===== src/fbrg_pkg.sv =====
// constants of the fractional baud rate generator
package fbrg_pkg;
  // register byte offsets
  localparam logic [7:0] ADDR_CTL = 8'h00;
  localparam logic [7:0] ADDR_FD = 8'h04;
  localparam logic [7:0] ADDR_LEG = 8'h08;
  localparam logic [7:0] ADDR_STAT = 8'h0C;
  localparam logic [2:0] SIZE_WORD = 3'h2;
  // baud_prescale_control fields
  localparam int CTL_EN_BIT = 7;
  localparam logic [7:0] CTL_RSVD_MASK = 8'h78;
  localparam logic [7:0] CTL_RESET = 8'h00;
  localparam logic [7:0] FD_RESET = 8'h00;
  // legacy serial configuration fields
  localparam int LEG_DBL_BIT = 7;
  localparam int LEG_RCLK_BIT = 5;
  localparam int LEG_TX_TIMER_SELECT_BIT = 4;
  localparam logic [7:0] LEG_RESET = 8'h00;
  // status fields
  localparam int STAT_ACT_BIT = 0;
  localparam int STAT_ACC_LSB = 8;
  // generator arithmetic
  localparam logic [8:0] FD_OFFSET = 9'h040;
  localparam logic [8:0] GEN_STEP = 9'h002;
  // legacy and fixed division counts
  localparam logic [6:0] T1_DIV = 7'h20;
  localparam logic [6:0] T1_DIV_DBL = 7'h10;
  localparam logic [6:0] T2_DIV = 7'h10;
  localparam logic [6:0] MODE0_DIV = 7'h0C;
  localparam logic [6:0] MODE2_DIV = 7'h40;
  localparam logic [6:0] MODE2_DIV_DBL = 7'h20;
endpackage : fbrg_pkg


===== src/fbrg_top.sv =====
// fractional baud rate generator with ahb-lite register slave
//
// Notes on behaviour
// enable bit selects dedicated generator for rate
// enabled: ignore doubling and timer select bits
// disabled: legacy timer or fixed division used
// prescale field divides clock by two power
// control bits six to three reserved
// rate is 2f over prescale times (fd+64)
// generator runs from core clock directly
// software picks prescale from log2 formula
// software picks fractional value, rounded nearest
// range 12 to 393216 bit/s reachable
// 80h with 2dh gives 230400 at max
// legacy modes use timer one/two overflows
// doubling bit halves timer-one legacy and mode-2 division
// generator serves tx and rx, modes 1/3
//
// Design decisions made here: register access over AHB-Lite and the register addresses.
`timescale 1ns/10ps
module fbrg_top
  import fbrg_pkg::*;
(
  input wire logic hclk,
  input wire logic hresetn,
  input wire logic hsel,
  input wire logic [31:0] haddr,
  input wire logic [1:0] htrans,
  input wire logic hwrite,
  input wire logic [2:0] hsize,
  input wire logic [31:0] hwdata,
  input wire logic hready,
  output logic [31:0] hrdata,
  output logic hreadyout,
  output logic hresp,
  input wire logic t1_ovf,
  input wire logic t2_ovf,
  output logic tx_bit_en,
  output logic rx_bit_en,
  output logic gen_active
);

  typedef struct packed {
    logic [7:0] ctl_r;
    logic [7:0] fd_r;
    logic [7:0] leg_r;
    logic wr_pend_r;
    logic [7:0] wr_addr_r;
    logic [31:0] hrdata_r;
    logic hreadyout_r;
    logic [6:0] pre_r;
    logic [8:0] acc_r;
    logic [6:0] txd_r;
    logic [6:0] rxd_r;
    logic [6:0] fix_r;
    logic tx_en_r;
    logic rx_en_r;
    logic gen_act_r;
  } fbrg_state_s;

  fbrg_state_s st_r;
  fbrg_state_s st_nxt;

  logic addr_ok;
  logic en;
  logic var_mode;
  logic gen;
  logic pre_hit;
  logic gen_tick;
  logic [6:0] pre_mask_v;
  logic [8:0] modulus;
  logic [8:0] sum;
  logic [6:0] tx_lim;
  logic [6:0] rx_lim;
  logic [6:0] fix_lim;
  logic tx_ovf;
  logic rx_ovf;
  logic leg_tx;
  logic leg_rx;
  logic fix_tick;

  // ----------------------------------------------------------------
  // helpers
  // ----------------------------------------------------------------
  function automatic logic [6:0] pre_mask(input logic [2:0] d);
    logic [7:0] t;
    t = (8'h01 << d) - 8'h01;
    return t[6:0];
  endfunction : pre_mask

  // >= so a shrinking limit never strands the counter
  function automatic logic cnt_hit(input logic [6:0] c, input logic [6:0] lim);
    return c >= (lim - 7'h01);
  endfunction : cnt_hit

  function automatic logic [6:0] leg_lim(input logic t2, input logic dbl);
    if (t2) begin
      return T2_DIV;
    end
    return dbl ? T1_DIV_DBL : T1_DIV;
  endfunction : leg_lim

  // ----------------------------------------------------------------
  // next state
  // ----------------------------------------------------------------
  always_comb begin
    st_nxt = st_r;
    addr_ok = hsel & hready & htrans[1];
    // data phase of a write
    if (st_r.wr_pend_r) begin
      case (st_r.wr_addr_r)
        // reserved bits
        ADDR_CTL: st_nxt.ctl_r = hwdata[7:0] & ~CTL_RSVD_MASK;
        ADDR_FD: st_nxt.fd_r = hwdata[7:0];
        ADDR_LEG: st_nxt.leg_r = hwdata[7:0];
        default: ;
      endcase
    end
    st_nxt.wr_pend_r = addr_ok & hwrite & (hsize == SIZE_WORD);
    st_nxt.wr_addr_r = haddr[7:0];
    // zero wait states, so no stall logic
    st_nxt.hreadyout_r = 1'b1;
    // read from updated copy so a write just landed is seen
    if (addr_ok & !hwrite) begin
      case (haddr[7:0])
        ADDR_CTL: st_nxt.hrdata_r = {24'h00_0000, st_nxt.ctl_r};
        ADDR_FD: st_nxt.hrdata_r = {24'h00_0000, st_nxt.fd_r};
        ADDR_LEG: st_nxt.hrdata_r = {24'h00_0000, st_nxt.leg_r};
        ADDR_STAT: begin
          st_nxt.hrdata_r = 32'h0000_0000;
          st_nxt.hrdata_r[STAT_ACT_BIT] = st_r.gen_act_r;
          st_nxt.hrdata_r[STAT_ACC_LSB +: 9] = st_r.acc_r;
        end
        default: st_nxt.hrdata_r = 32'h0000_0000;
      endcase
    end

    en = st_r.ctl_r[CTL_EN_BIT];
    var_mode = st_r.leg_r[0];
    // dedicated source
    // modes 1 and 3 only
    gen = en & var_mode;

    // counts hclk, the core clock
    // power-of-two prescale
    pre_mask_v = pre_mask(st_r.ctl_r[2:0]);
    pre_hit = st_r.pre_r >= pre_mask_v;
    // nine-bit modulus covers every divide value
    modulus = {1'b0, st_r.fd_r} + FD_OFFSET;
    // acc stays below 320, so nine bits hold the sum
    sum = st_r.acc_r + GEN_STEP;
    gen_tick = 1'b0;
    if (!en) begin
      st_nxt.pre_r = 7'h00;
      st_nxt.acc_r = 9'h000;
    end else begin
      st_nxt.pre_r = pre_hit ? 7'h00 : st_r.pre_r + 7'h01;
      // add two per prescaled tick, wrap at fd+64
      // same arithmetic gives 230400 for 80h/2dh
      if (pre_hit) begin
        if (sum >= modulus) begin
          gen_tick = 1'b1;
          st_nxt.acc_r = sum - modulus;
        end else begin
          st_nxt.acc_r = sum;
        end
      end
    end

    // legacy overflow sources per direction
    // doubling in legacy path
    tx_ovf = st_r.leg_r[LEG_TX_TIMER_SELECT_BIT] ? t2_ovf : t1_ovf;
    rx_ovf = st_r.leg_r[LEG_RCLK_BIT] ? t2_ovf : t1_ovf;
    tx_lim = leg_lim(st_r.leg_r[LEG_TX_TIMER_SELECT_BIT], st_r.leg_r[LEG_DBL_BIT]);
    rx_lim = leg_lim(st_r.leg_r[LEG_RCLK_BIT], st_r.leg_r[LEG_DBL_BIT]);
    leg_tx = 1'b0;
    leg_rx = 1'b0;
    // enabled: selects and doubling have no path
    if (gen | !var_mode) begin
      st_nxt.txd_r = 7'h00;
      st_nxt.rxd_r = 7'h00;
    end else begin
      // legacy division when disabled
      if (tx_ovf) begin
        leg_tx = cnt_hit(st_r.txd_r, tx_lim);
        st_nxt.txd_r = leg_tx ? 7'h00 : st_r.txd_r + 7'h01;
      end
      if (rx_ovf) begin
        leg_rx = cnt_hit(st_r.rxd_r, rx_lim);
        st_nxt.rxd_r = leg_rx ? 7'h00 : st_r.rxd_r + 7'h01;
      end
    end

    // fixed modes 0 and 2, untouched by the generator
    if (st_r.leg_r[1]) begin
      // mode-2 doubling
      fix_lim = st_r.leg_r[LEG_DBL_BIT] ? MODE2_DIV_DBL : MODE2_DIV;
    end else begin
      fix_lim = MODE0_DIV;
    end
    fix_tick = 1'b0;
    if (var_mode) begin
      st_nxt.fix_r = 7'h00;
    end else begin
      fix_tick = cnt_hit(st_r.fix_r, fix_lim);
      st_nxt.fix_r = fix_tick ? 7'h00 : st_r.fix_r + 7'h01;
    end

    // one generator pulse feeds both directions
    if (gen) begin
      st_nxt.tx_en_r = gen_tick;
      st_nxt.rx_en_r = gen_tick;
    end else if (var_mode) begin
      st_nxt.tx_en_r = leg_tx;
      st_nxt.rx_en_r = leg_rx;
    end else begin
      st_nxt.tx_en_r = fix_tick;
      st_nxt.rx_en_r = fix_tick;
    end
    st_nxt.gen_act_r = gen;
  end

  // ----------------------------------------------------------------
  // state register
  // ----------------------------------------------------------------
  always_ff @(posedge hclk or negedge hresetn) begin
    if (!hresetn) begin
      st_r <= '0;
      st_r.ctl_r <= CTL_RESET;
      st_r.fd_r <= FD_RESET;
      st_r.leg_r <= LEG_RESET;
    end else begin
      st_r <= st_nxt;
    end
  end

  assign hrdata = st_r.hrdata_r;
  assign hreadyout = st_r.hreadyout_r;
  assign hresp = 1'b0;
  assign tx_bit_en = st_r.tx_en_r;
  assign rx_bit_en = st_r.rx_en_r;
  assign gen_active = st_r.gen_act_r;
endmodule : fbrg_top


===== config.mk =====
export PLATFORM = sky130hd
export DESIGN_NAME = fbrg_top
export DESIGN_NICKNAME = d
export VERILOG_FILES = /design/src/fbrg_pkg.sv /design/src/fbrg_top.sv
export SDC_FILE = /design/constraint.sdc
export NUM_CORES = 1
export LEC_CHECK = 0
export BUFFER_PORTS_ARGS = -buffer_cell sky130_fd_sc_hd__buf_2
export CAP_MARGIN = 20
export CORE_ASPECT_RATIO = 1.1
export CORE_MARGIN = 8
export CORE_UTILIZATION = 59
export DETAILED_ROUTE_END_ITERATION = 10
export GPL_ROUTABILITY_DRIVEN = 0
export PLACE_DENSITY = 0.86
export SLEW_MARGIN = 20
export SYNTH_ARGS = -nofsm -noshare
export SYNTH_HDL_FRONTEND = slang
export SYNTH_SLANG_ARGS = --single-unit

===== constraint.sdc =====
create_clock -name hclk -period 8.77 [get_ports hclk]
set_clock_uncertainty 0.05 [all_clocks]
set_input_delay 0.877 -clock hclk [delete_from_list [all_inputs] [get_ports hclk]]
set_output_delay 0.877 -clock hclk [all_outputs]
set_load 0.005 [all_outputs]

-- Word level (Yosys, flattened, before mapping)
Cells that the tools add are included.
W data, S select, Z words.
- output and inout bits: 37
- memories: 0
- bits in registers: 106
- RAM bits: 0
- bits in read-only memories: 0
- latch bits: 0
- logic and storage cells: 88
- $add $sub $neg: 11
- equal/unequal tests: 7
- shift operators: 1
- order comparisons: 5
- $mul: 0
- bitwise gates (word level): 7
- muxes and demuxes: 36
- reductions and logical operators: 6
- divide/modulo/power cells: 0
- operator list (cell ; number):
    $mux W7 ; 13
    $pmux W17 S4 ; 1
    $add A7 B1 Y7 const B ; 4
    $ge A7 B7 Y1 ; 4
    $sub A7 B1 Y7 const B ; 4
    $eq A8 B4 Y1 const B ; 3
    $mux W24 ; 1
    $mux W8 ; 3
    $mux W9 ; 2
    $eq A8 B3 Y1 const B ; 2
    $logic_not A8 Y1 ; 2
    $mux W16 ; 1
    $mux W14 ; 1
    $mux W1 ; 11
    $add A8 B7 Y9 const B ; 1
    $add A9 B2 Y9 const B ; 1
    $ge A9 B9 Y1 ; 1
    $sub A9 B9 Y9 ; 1
    $shl A1 B3 Y7 const A ; 1
    $and A1 B1 Y1 ; 6
    $mux W6 ; 1
    $mux W2 ; 2
    $reduce_bool A2 Y1 ; 2
    $eq A3 B2 Y1 const B ; 1
    other kinds (3) ; 4

-- Depth between registers and ports, before layout
Gate-level depths: netlist of the first run.
- depth after elaboration: 8
- gate-level depth with buffers: 12

-- Least setup slack after synthesis of the first run
No wires, ideal clock.
- path type: reg-to-reg
- start point: reg st_r[25] in the netlist's numbering
- end point: reg st_r[28] in the netlist's numbering
- cell stages (with the launch flop): 12
- path buffers: 0
- arrival time: 2.615 ns
- slack: 6.023 ns
- period minus slack after synthesis: 2.747 ns
- data required time: 8.638 ns
- cells stage by stage: dfrtp_1 > ha_1 > and3_1 > nand3_1 > xnor2_1 > ha_1 > a21oi_1 > o21ai_0 > a21o_1 > or2_1 > or4_1 > a31oi_1
- longest elaborated chain between the ends: 5
- ends and longest elaborated chain (item ; RTL line ; source):
    start: declaration ; fbrg_top.sv:61 ; fbrg_state_s st_r;
    start signal: assignment ; fbrg_top.sv:233 ; st_r <= st_nxt;
    $add A9 B2 Y9 * ; fbrg_top.sv:151 ; sum = st_r.acc_r + GEN_STEP;
    $sub A9 B9 Y9 / $ge A9 B9 Y1 (equally long branches) ; fbrg_top.sv:163, fbrg_top.sv:161 ;
    $mux W9 * ; fbrg_top.sv:161 ; if (sum >= modulus) begin
    $mux W9 * ; fbrg_top.sv:160 ; if (pre_hit) begin
    $mux W16 * ; fbrg_top.sv:153 ; if (!en) begin
Mark *: on every way between the ends. The rest lies on a longest branch, timed or not. The select of a mux whose other input is x is not followed.
A chain may end at the register's enable or synchronous reset.

-- Worst setup path in the final report of the first run
- start point: reg st_r[25] in the netlist's numbering
- end point: reg st_r[29] in the netlist's numbering
Same word-level chain as after synthesis.

==> results.tsv, run 1 <==
metric	value	unit
vias in the first global route	3994	
final period utilization	0.385	
Layout fillers	629	
critical path's top delay family	simple AND/OR/NAND/NOR gates	
PnR Total Power	0.000803	W
CP Max Fanout	7	
Post-synth ARST share	1.00	
largest net degree at the start of global routing	58	
# clock sinks	91	
antenna viol nets, final	0	
Tmin final	3.38	ns
CP Data Required Time	8.97	ns
DRT Wirelength	10900	um
Post-synth EDFFs	0	
# hold bufs at CTS	0	
Mapped Area	0.00509	mm^2
Yosys reg bits	91	
Worst Path Arrival	3.58	ns
RSZ-0062 raised after global routing	false	
cts bufs inserted	9	
Max Freq	0.296	GHz
CTS Buffer Depth	2	
P&R area growth vs syn	6.86	%
total setup buffers inserted after CTS	0	
H-tree Lvls	3	
clk slew on worst S/H paths	0.09	ns
die area	0.0119	mm^2
Final setup viols	0	
critical-path cell list	ha_1 > and3_1 > nand3_1 > xnor2_1 > ha_1 > a21oi_1 > o21ai_0 > a21o_1 > nor2_1 > nor2_1 > a221oi_1	
clock latency on the worst-skew pair	0.38	ns
DR vias	3817	
share of post-route cells with drive strength above 1	0.183	
maxcap violations	0	
Pins Over Slew Limit	0	
gr usage total	0.187	
I/O pin cnt	113	
Vias/cell	5.85	
Die W	105	um
mean post-synth cell area	10.0	um^2
Initial Utilization	0.608	
synth unique cells	63	
Final nets	643	
final hold violation count	0	
drt drc	0	
dominant synthesized flop cell	dfrtp_1	
status	complete, no violations	
register area share after synthesis	0.448	
first-pass iteration count of the detailed router	5	
Rel. slew slack	0.361	
type of destination of the critical path	flop	
Worst path max stage delay	0.48	ns
crit path buf inv count	0	
Max rail drop VDD	0.0908	mV
Reg2Reg Setup Slack	5.39	ns
DR iter-0 viols	165	
Die Y	113	um
P per Cell Area	148	mW/mm^2
core area	0.00836	mm^2
first-pass GRT wire length	18500	um
CTS root buffer	clkbuf_8	
Leak	2.63	nW
CTS tree	yes	
FP Rows	35	
slew at the pin closest to its max-slew limit	0.956	ns
Fin Setup TNS	0	ns
global route total overflow	0	
CP max stage cell	dfrtp_1	
DPL Wire Length	7970	um
initial antenna violation count	0	
Post-Syn Instances	507	
CP startpoint kind	flop	
WL/cell	16.7	um
Post-CTS Resized	0	
Worst Hold Class	in -> async	
CP Class	reg -> reg	
I/O Buffers	47	
ANT cells	0	
Ys Warns	0	
-- cell families (layout without fill, tap and decap cells) --
| family | Yosys count | in the layout | synth area share |
|---|---|---|---|
| AND/OR/NAND/NOR | 171 | 171 | 0.178 |
| AO/OA/AOI/OAI | 105 | 105 | 0.141 |
| flip-flops | 91 | 91 | 0.448 |
| buffers and inverters | 67 | 87 | 0.0757 |
| adder cells (fa/ha/maj) | 30 | 30 | 0.0752 |
| multiplexers | 22 | 22 | 0.0487 |
| XOR/XNOR | 19 | 19 | 0.0327 |
| other | 2 | 17 | 0.00148 |
-- routing by layer --
layer | GRT usage | share of wire | up-vias
met2 | 0.318 | 0.51 | 114
li1 | - | - | 1808
met5 | 0 | 0 | -
met1 | 0.224 | 0.42 | 1873
met3 | 0.0384 | 0.052 | 22
met4 | 0.0879 | 0.021 | 0
-- state kept, by name (all words and copies together), names as in the netlist --
| name | count |
|---|---|
| en | 1 |
| gen_active | 1 |
| hrdata | 17 |
| hreadyout | 1 |
| rx_bit_en | 1 |
| st_r | 69 |
| tx_bit_en | 1 |
-- report_power, final --
| group | leakage, nW | internal [W] | total (W) | switching, W |
|---|---|---|---|---|
| logic | 1.33 | 0.0000258 | 0.0000649 | 0.0000392 |
| registers | 1.19 | 0.000431 | 0.000441 | 0.0000100 |
| clock network | 0.102 | 0.000137 | 0.000297 | 0.000161 |
| total | 2.63 | 0.000593 | 0.000803 | 0.000210 |
-- worst register-to-register path, delay by kind of cell, from the launching register on --
kind            cells  cell delay, ns
compound gates      4            0.87
flops               1            0.48
fa+ha+maj           2            0.61
xor+xnor            1            0.24
simple gates        4            1.01
-- synthesized netlist by cell type, types with 8 or more instances --
library cell	n	share of area
nor2b_1	9	0.011
xnor2_1	9	0.015
nand2_1	34	0.025
nor2_1	37	0.027
buf_4	33	0.049
clkbuf_1	8	0.0059
xor2_1	10	0.017
nand3_1	25	0.025
inv_1	23	0.017
mux2_2	17	0.038
nand2b_1	13	0.016
nor3_1	10	0.0098
a22o_1	9	0.015
dfrtp_1	91	0.45
ha_1	29	0.071
a21oi_1	12	0.012
o21ai_0	31	0.030
-- through the flow --
| step | setup WS [ns] | hold WS, ns | utilization | instance area (um^2) | std cells |
|---|---|---|---|---|---|
| floorplan | 6.02 | 0.396 | - | 5140 | 522 |
| global placement | 5.65 | 0.413 | 0.625 | 5230 | 637 |
| global route | 5.13 | 0.421 | 0.650 | 5440 | 653 |
| finish | 5.39 | 0.389 | 0.650 | 5440 | 653 |
| CTS | 5.47 | 0.397 | 0.650 | 5440 | 653 |
| detailed placement | 5.50 | 0.425 | 0.625 | 5230 | 637 |
-- cell type report --
type                            instances  area, um^2  share of cell area
Multi-Input combinational cell        364        2480               0.457
Sequential cell                        91        2280               0.419
Timing Repair Buffer                   48         245              0.0451
Tap cell                              111         139              0.0255
Clock buffer                            9         124              0.0228
Inverter                               23        86.3              0.0159
Clock inverter                          7        83.8              0.0154
-- cell usage in the layout, fill, tap and decap left out, drive strengths merged, types with 12 or more instances in the layout --
master	instances
mux2	19
dfrtp	91
o21ai	34
nor2	37
nand2b	13
conb	17
a21oi	12
nand3	25
buf	48
ha	29
inv	26
nand2	34
-- worst paths after layout --
kind,cells past startpoint,startpoint,to
max in group asynchronous,2,hresetn,st_r[83]
worst min-delay path,1,hresetn,tx_bit_en
min in group hclk,2,hrdata[7],hrdata[7]
worst min register to register,2,hrdata[7],hrdata[7]
worst max register to register,11,st_r[25],st_r[29]
worst max-delay path,11,st_r[25],st_r[29]
No activity file was read; power rests on OpenSTA's default activity.
==> run 2: changes to the inputs <==
--- a/config.mk
+++ b/config.mk
@@ -5,14 +5,15 @@
 export SDC_FILE = /design/constraint.sdc
 export NUM_CORES = 1
 export LEC_CHECK = 0
+export ABC_AREA = 1
 export BUFFER_PORTS_ARGS = -buffer_cell sky130_fd_sc_hd__buf_2
 export CAP_MARGIN = 20
 export CORE_ASPECT_RATIO = 1.1
 export CORE_MARGIN = 8
-export CORE_UTILIZATION = 59
+export CORE_UTILIZATION = 55
 export DETAILED_ROUTE_END_ITERATION = 10
 export GPL_ROUTABILITY_DRIVEN = 0
-export PLACE_DENSITY = 0.86
+export PLACE_DENSITY = 0.8
 export SLEW_MARGIN = 20
 export SYNTH_ARGS = -nofsm -noshare
 export SYNTH_HDL_FRONTEND = slang
==> constraint.sdc (replaced) <==
create_clock -name hclk -period 3.5 [get_ports hclk]
set_clock_uncertainty 0.05 [all_clocks]
set_input_delay 0.35 -clock hclk [delete_from_list [all_inputs] [get_ports hclk]]
set_output_delay 0.35 -clock hclk [all_outputs]
set_load 0.005 [all_outputs]
==> run 2 against run 1 <==
- core utilization down 5.7 points
- count of clock-buffer cells in the layout increased by 1
- hold slack worse by 0.39 ns
- sequential cell count stayed put
- total power grew to 3.0 times the previous value
- non-clock buffer count is 1 lower
- critical path depth grew 5
- global-route usage down 1.6 points
- sequential share of layout area shrank 2.3 points
- critical endpoint unchanged
- largest cell class unchanged
==> results.tsv, run 2 <==
metric	value	unit	change
DRT Wirelength	11000	um	was 10900 um
Post-synth ARST share	1.00		unchanged
CP Max Fanout	10		was 7
CP max stage cell	dfrtp_1		unchanged
P&R area growth vs syn	6.61	%	was 6.86%
drt drc	0		unchanged
Worst path max stage delay	0.49	ns	was 0.48 ns
critical path depth in cells	16		was 11
multi-input logic area	0.00253	mm^2	was 0.00248 mm^2
Storage cell area	0.00228	mm^2	unchanged
commonest non-fill, non-tap cells in the layout	nand2_1 (173), inv_1 (91), dfrtp_1 (91), nand3_1 (71), nor2_1 (56)		was dfrtp_1 (91), buf_2 (46), nor2_1 (37), nand2_1 (34), o21ai_0 (31)
Max rail drop VDD	0.330	mV	was 0.0908 mV
Tmin final	2.71	ns	was 3.38 ns
top post-synthesis cells by count	nand2_1 (173), dfrtp_1 (91), inv_1 (91)		was dfrtp_1 (91), nor2_1 (37), nand2_1 (34)
Max Freq	0.369	GHz	was 0.296 GHz
Post-Place Worst Slack	0.854	ns	was 5.50 ns
gr usage total	0.172		was 0.187
CP Launch Point	st_r[25]		unchanged
ranking of synthesized cells by area	dfrtp_1 (42%), nand2_1 (12%), ha_1 (6.7%)		was dfrtp_1 (45%), ha_1 (7.1%), buf_4 (4.9%)
status	complete, no violations		unchanged
area share of the largest cell type after synthesis	0.422		was 0.448
# clock sinks	91		unchanged
core area	0.00970	mm^2	was 0.00836 mm^2
Pins Over Slew Limit	0		unchanged
CP dominant cell by count	nand2_1		
cell with the most instances after synthesis	nand2_1		was dfrtp_1
share of post-route cells with drive strength above 1	0.122		was 0.183
crit path buf inv count	2		was 0
I/O Buffers	47		unchanged
CTS tree	yes		unchanged
H-tree Lvls	3		unchanged
CP startpoint kind	flop		unchanged
Leak	3.32	nW	was 2.63 nW
die area	0.0132	mm^2	was 0.0119 mm^2
Worst Path Arrival	2.96	ns	was 3.58 ns
first-pass GRT wire length	19300	um	was 18500 um
P per Cell Area	417	mW/mm^2	was 148 mW/mm^2
vias in the first global route	4432		was 3994
Vias/cell	5.18		was 5.85
Critical Path Sink	st_r[29]		unchanged
dominant synthesized flop cell	dfrtp_1		unchanged
RSZ-0062 raised after global routing	false		unchanged
CP Data Required Time	3.74	ns	was 8.97 ns
DR iter-0 viols	188		was 165
Layout fillers	868		was 629
Final nets	816		was 643
Reg2Reg Setup Slack	0.79	ns	was 5.39 ns
Post-Syn Instances	674		was 507
commonest non-fill, non-tap cell in the layout	nand2_1		was dfrtp_1
mean post-synth cell area	8.00	um^2	was 10.0 um^2
clk slew on worst S/H paths	0.09	ns	about the same
total setup buffers inserted after CTS	0		unchanged
final period utilization	0.775		was 0.385
Initial Utilization	0.556		was 0.608
CP Class	reg -> reg		unchanged
# hold bufs at CTS	0		unchanged
Die W	110	um	was 105 um
CTS Buffer Depth	2		unchanged
Mapped Area	0.00539	mm^2	was 0.00509 mm^2
maxcap violations	0		unchanged
WL/cell	13.2	um	was 16.7 um
Rel. slew slack	0.466		was 0.361
max reg flops	69		unchanged
worst reg2reg path startpoint	st_r[25]		unchanged
ANT cells	0		unchanged
cts bufs inserted	9		unchanged
Placed Cells	819		was 637
Die Y	120	um	was 113 um
initial antenna violation count	0		unchanged
critical-path cell list	ha_1 > nand2_1 > nor2_1 > nand2_1 > xor2_1 > inv_1 > ha_1 > nand2_1 > inv_2 > a21oi_2 > nand2_2 > nor2_8 > nand2_8 > nand2_1 > nand3_1 > nand2_1		was ha_1 > and3_1 > nand3_1 > xnor2_1 > ha_1 > a21oi_1 > o21ai_0 > a21o_1 > nor2_1 > nor2_1 > a221oi_1
final hold violation count	0		unchanged
synth unique cells	42		was 63
Reg2Reg Depth	16		was 11
first-pass iteration count of the detailed router	4		was 5
largest net degree at the start of global routing	92		was 58
Worst Hold Class	in -> async		unchanged
biggest area consumer among synthesized cells	dfrtp_1		unchanged
type of destination of the critical path	flop		unchanged
CTS root buffer	clkbuf_8		unchanged
I/O pin cnt	113		unchanged
reg2reg end	st_r[29]		unchanged
slew at the pin closest to its max-slew limit	0.801	ns	was 0.956 ns
Worst Setup Slack, final	0.786	ns	was 5.39 ns
Final setup viols	0		unchanged
clock latency on the worst-skew pair	0.36	ns	was 0.38 ns
final non-filler cell total	834		was 653
global route total overflow	0		unchanged
critical path's top delay family	simple AND/OR/NAND/NOR gates		unchanged
DPL Wire Length	8500	um	was 7970 um
Top reg by flops	st_r		unchanged
Fin Setup TNS	0	ns	unchanged
FP Rows	38		was 35
antenna viol nets, final	0		unchanged
Post-synth EDFFs	0		unchanged
DR vias	4318		was 3817
register area share after synthesis	0.422		was 0.448
Yosys reg bits	91		unchanged
Ys Warns	0		unchanged
Post-CTS Resized	0		unchanged
-- run 2: metal layers --
metal | global-route usage | vias up | wire length [um]
met5 | 0 | - | 0
met4 | 0.0702 | 0 | 212
li1 | - | 2168 | -
met1 | 0.195 | 2031 | 4810
met3 | 0.0464 | 17 | 512
met2 | 0.299 | 102 | 5490
-- run 2: worst min-delay path by stage --
stage	start	slack [ns]	cells past startpoint	end
5_1_grt	haddr[4]	0.03	1	st_r[77]
3_5_place_dp	hrdata[1]	0.41	2	hrdata[1]
3_3_place_gp	hrdata[1]	0.41	2	hrdata[1]
6_report	hresetn	0.002	1	st_r[12]
2_1_floorplan	hresetn	0.004	0	en
4_1_cts	haddr[4]	0.04	1	st_r[77]
-- run 2: logic make-up (layout without fill, tap and decap cells) --
| family | after synthesis | count (layout) | share of synthesized area |
|---|---|---|---|
| adder cells (fa/ha/maj) | 30 | 30 | 0.0710 |
| flip-flops | 91 | 91 | 0.422 |
| other | 2 | 17 | 0.00139 |
| XOR/XNOR | 20 | 20 | 0.0325 |
| AND/OR/NAND/NOR | 352 | 352 | 0.299 |
| buffers and inverters | 134 | 159 | 0.118 |
| AO/OA/AOI/OAI | 45 | 45 | 0.0550 |
-- run 2: area by class of cell --
cell class              instances  share of cell area
multi-input cells             464               0.441
clock inverters                 5             0.00958
clock buffers                  10              0.0222
repair buffers                 47              0.0420
well taps                     120              0.0261
inverters                      97              0.0633
flip-flops and latches         91               0.396
-- run 2: through the flow --
| step | utilization | hold WS, ns | instance area (um^2) | total power [W] |
|---|---|---|---|---|
| after CTS | 0.592 | 0.0429 | 5740 | 0.00241 |
| after floorplan | - | 0.00441 | 5450 | 0.00160 |
| after detailed placement | 0.573 | 0.412 | 5560 | 0.00173 |
| after global placement | 0.573 | 0.413 | 5560 | 0.00170 |
| after global routing | 0.593 | 0.0330 | 5750 | 0.00255 |
| final | 0.593 | 0.00239 | 5750 | 0.00240 |
-- run 2: report_power, final --
| part | switching, W | internal (W) | total (W) |
|---|---|---|---|
| Combinational | 0.000320 | 0.000201 | 0.000521 |
| Clock | 0.000357 | 0.000324 | 0.000681 |
| Sequential | 0.0000767 | 0.00112 | 0.00120 |
| Total | 0.000754 | 0.00164 | 0.00240 |
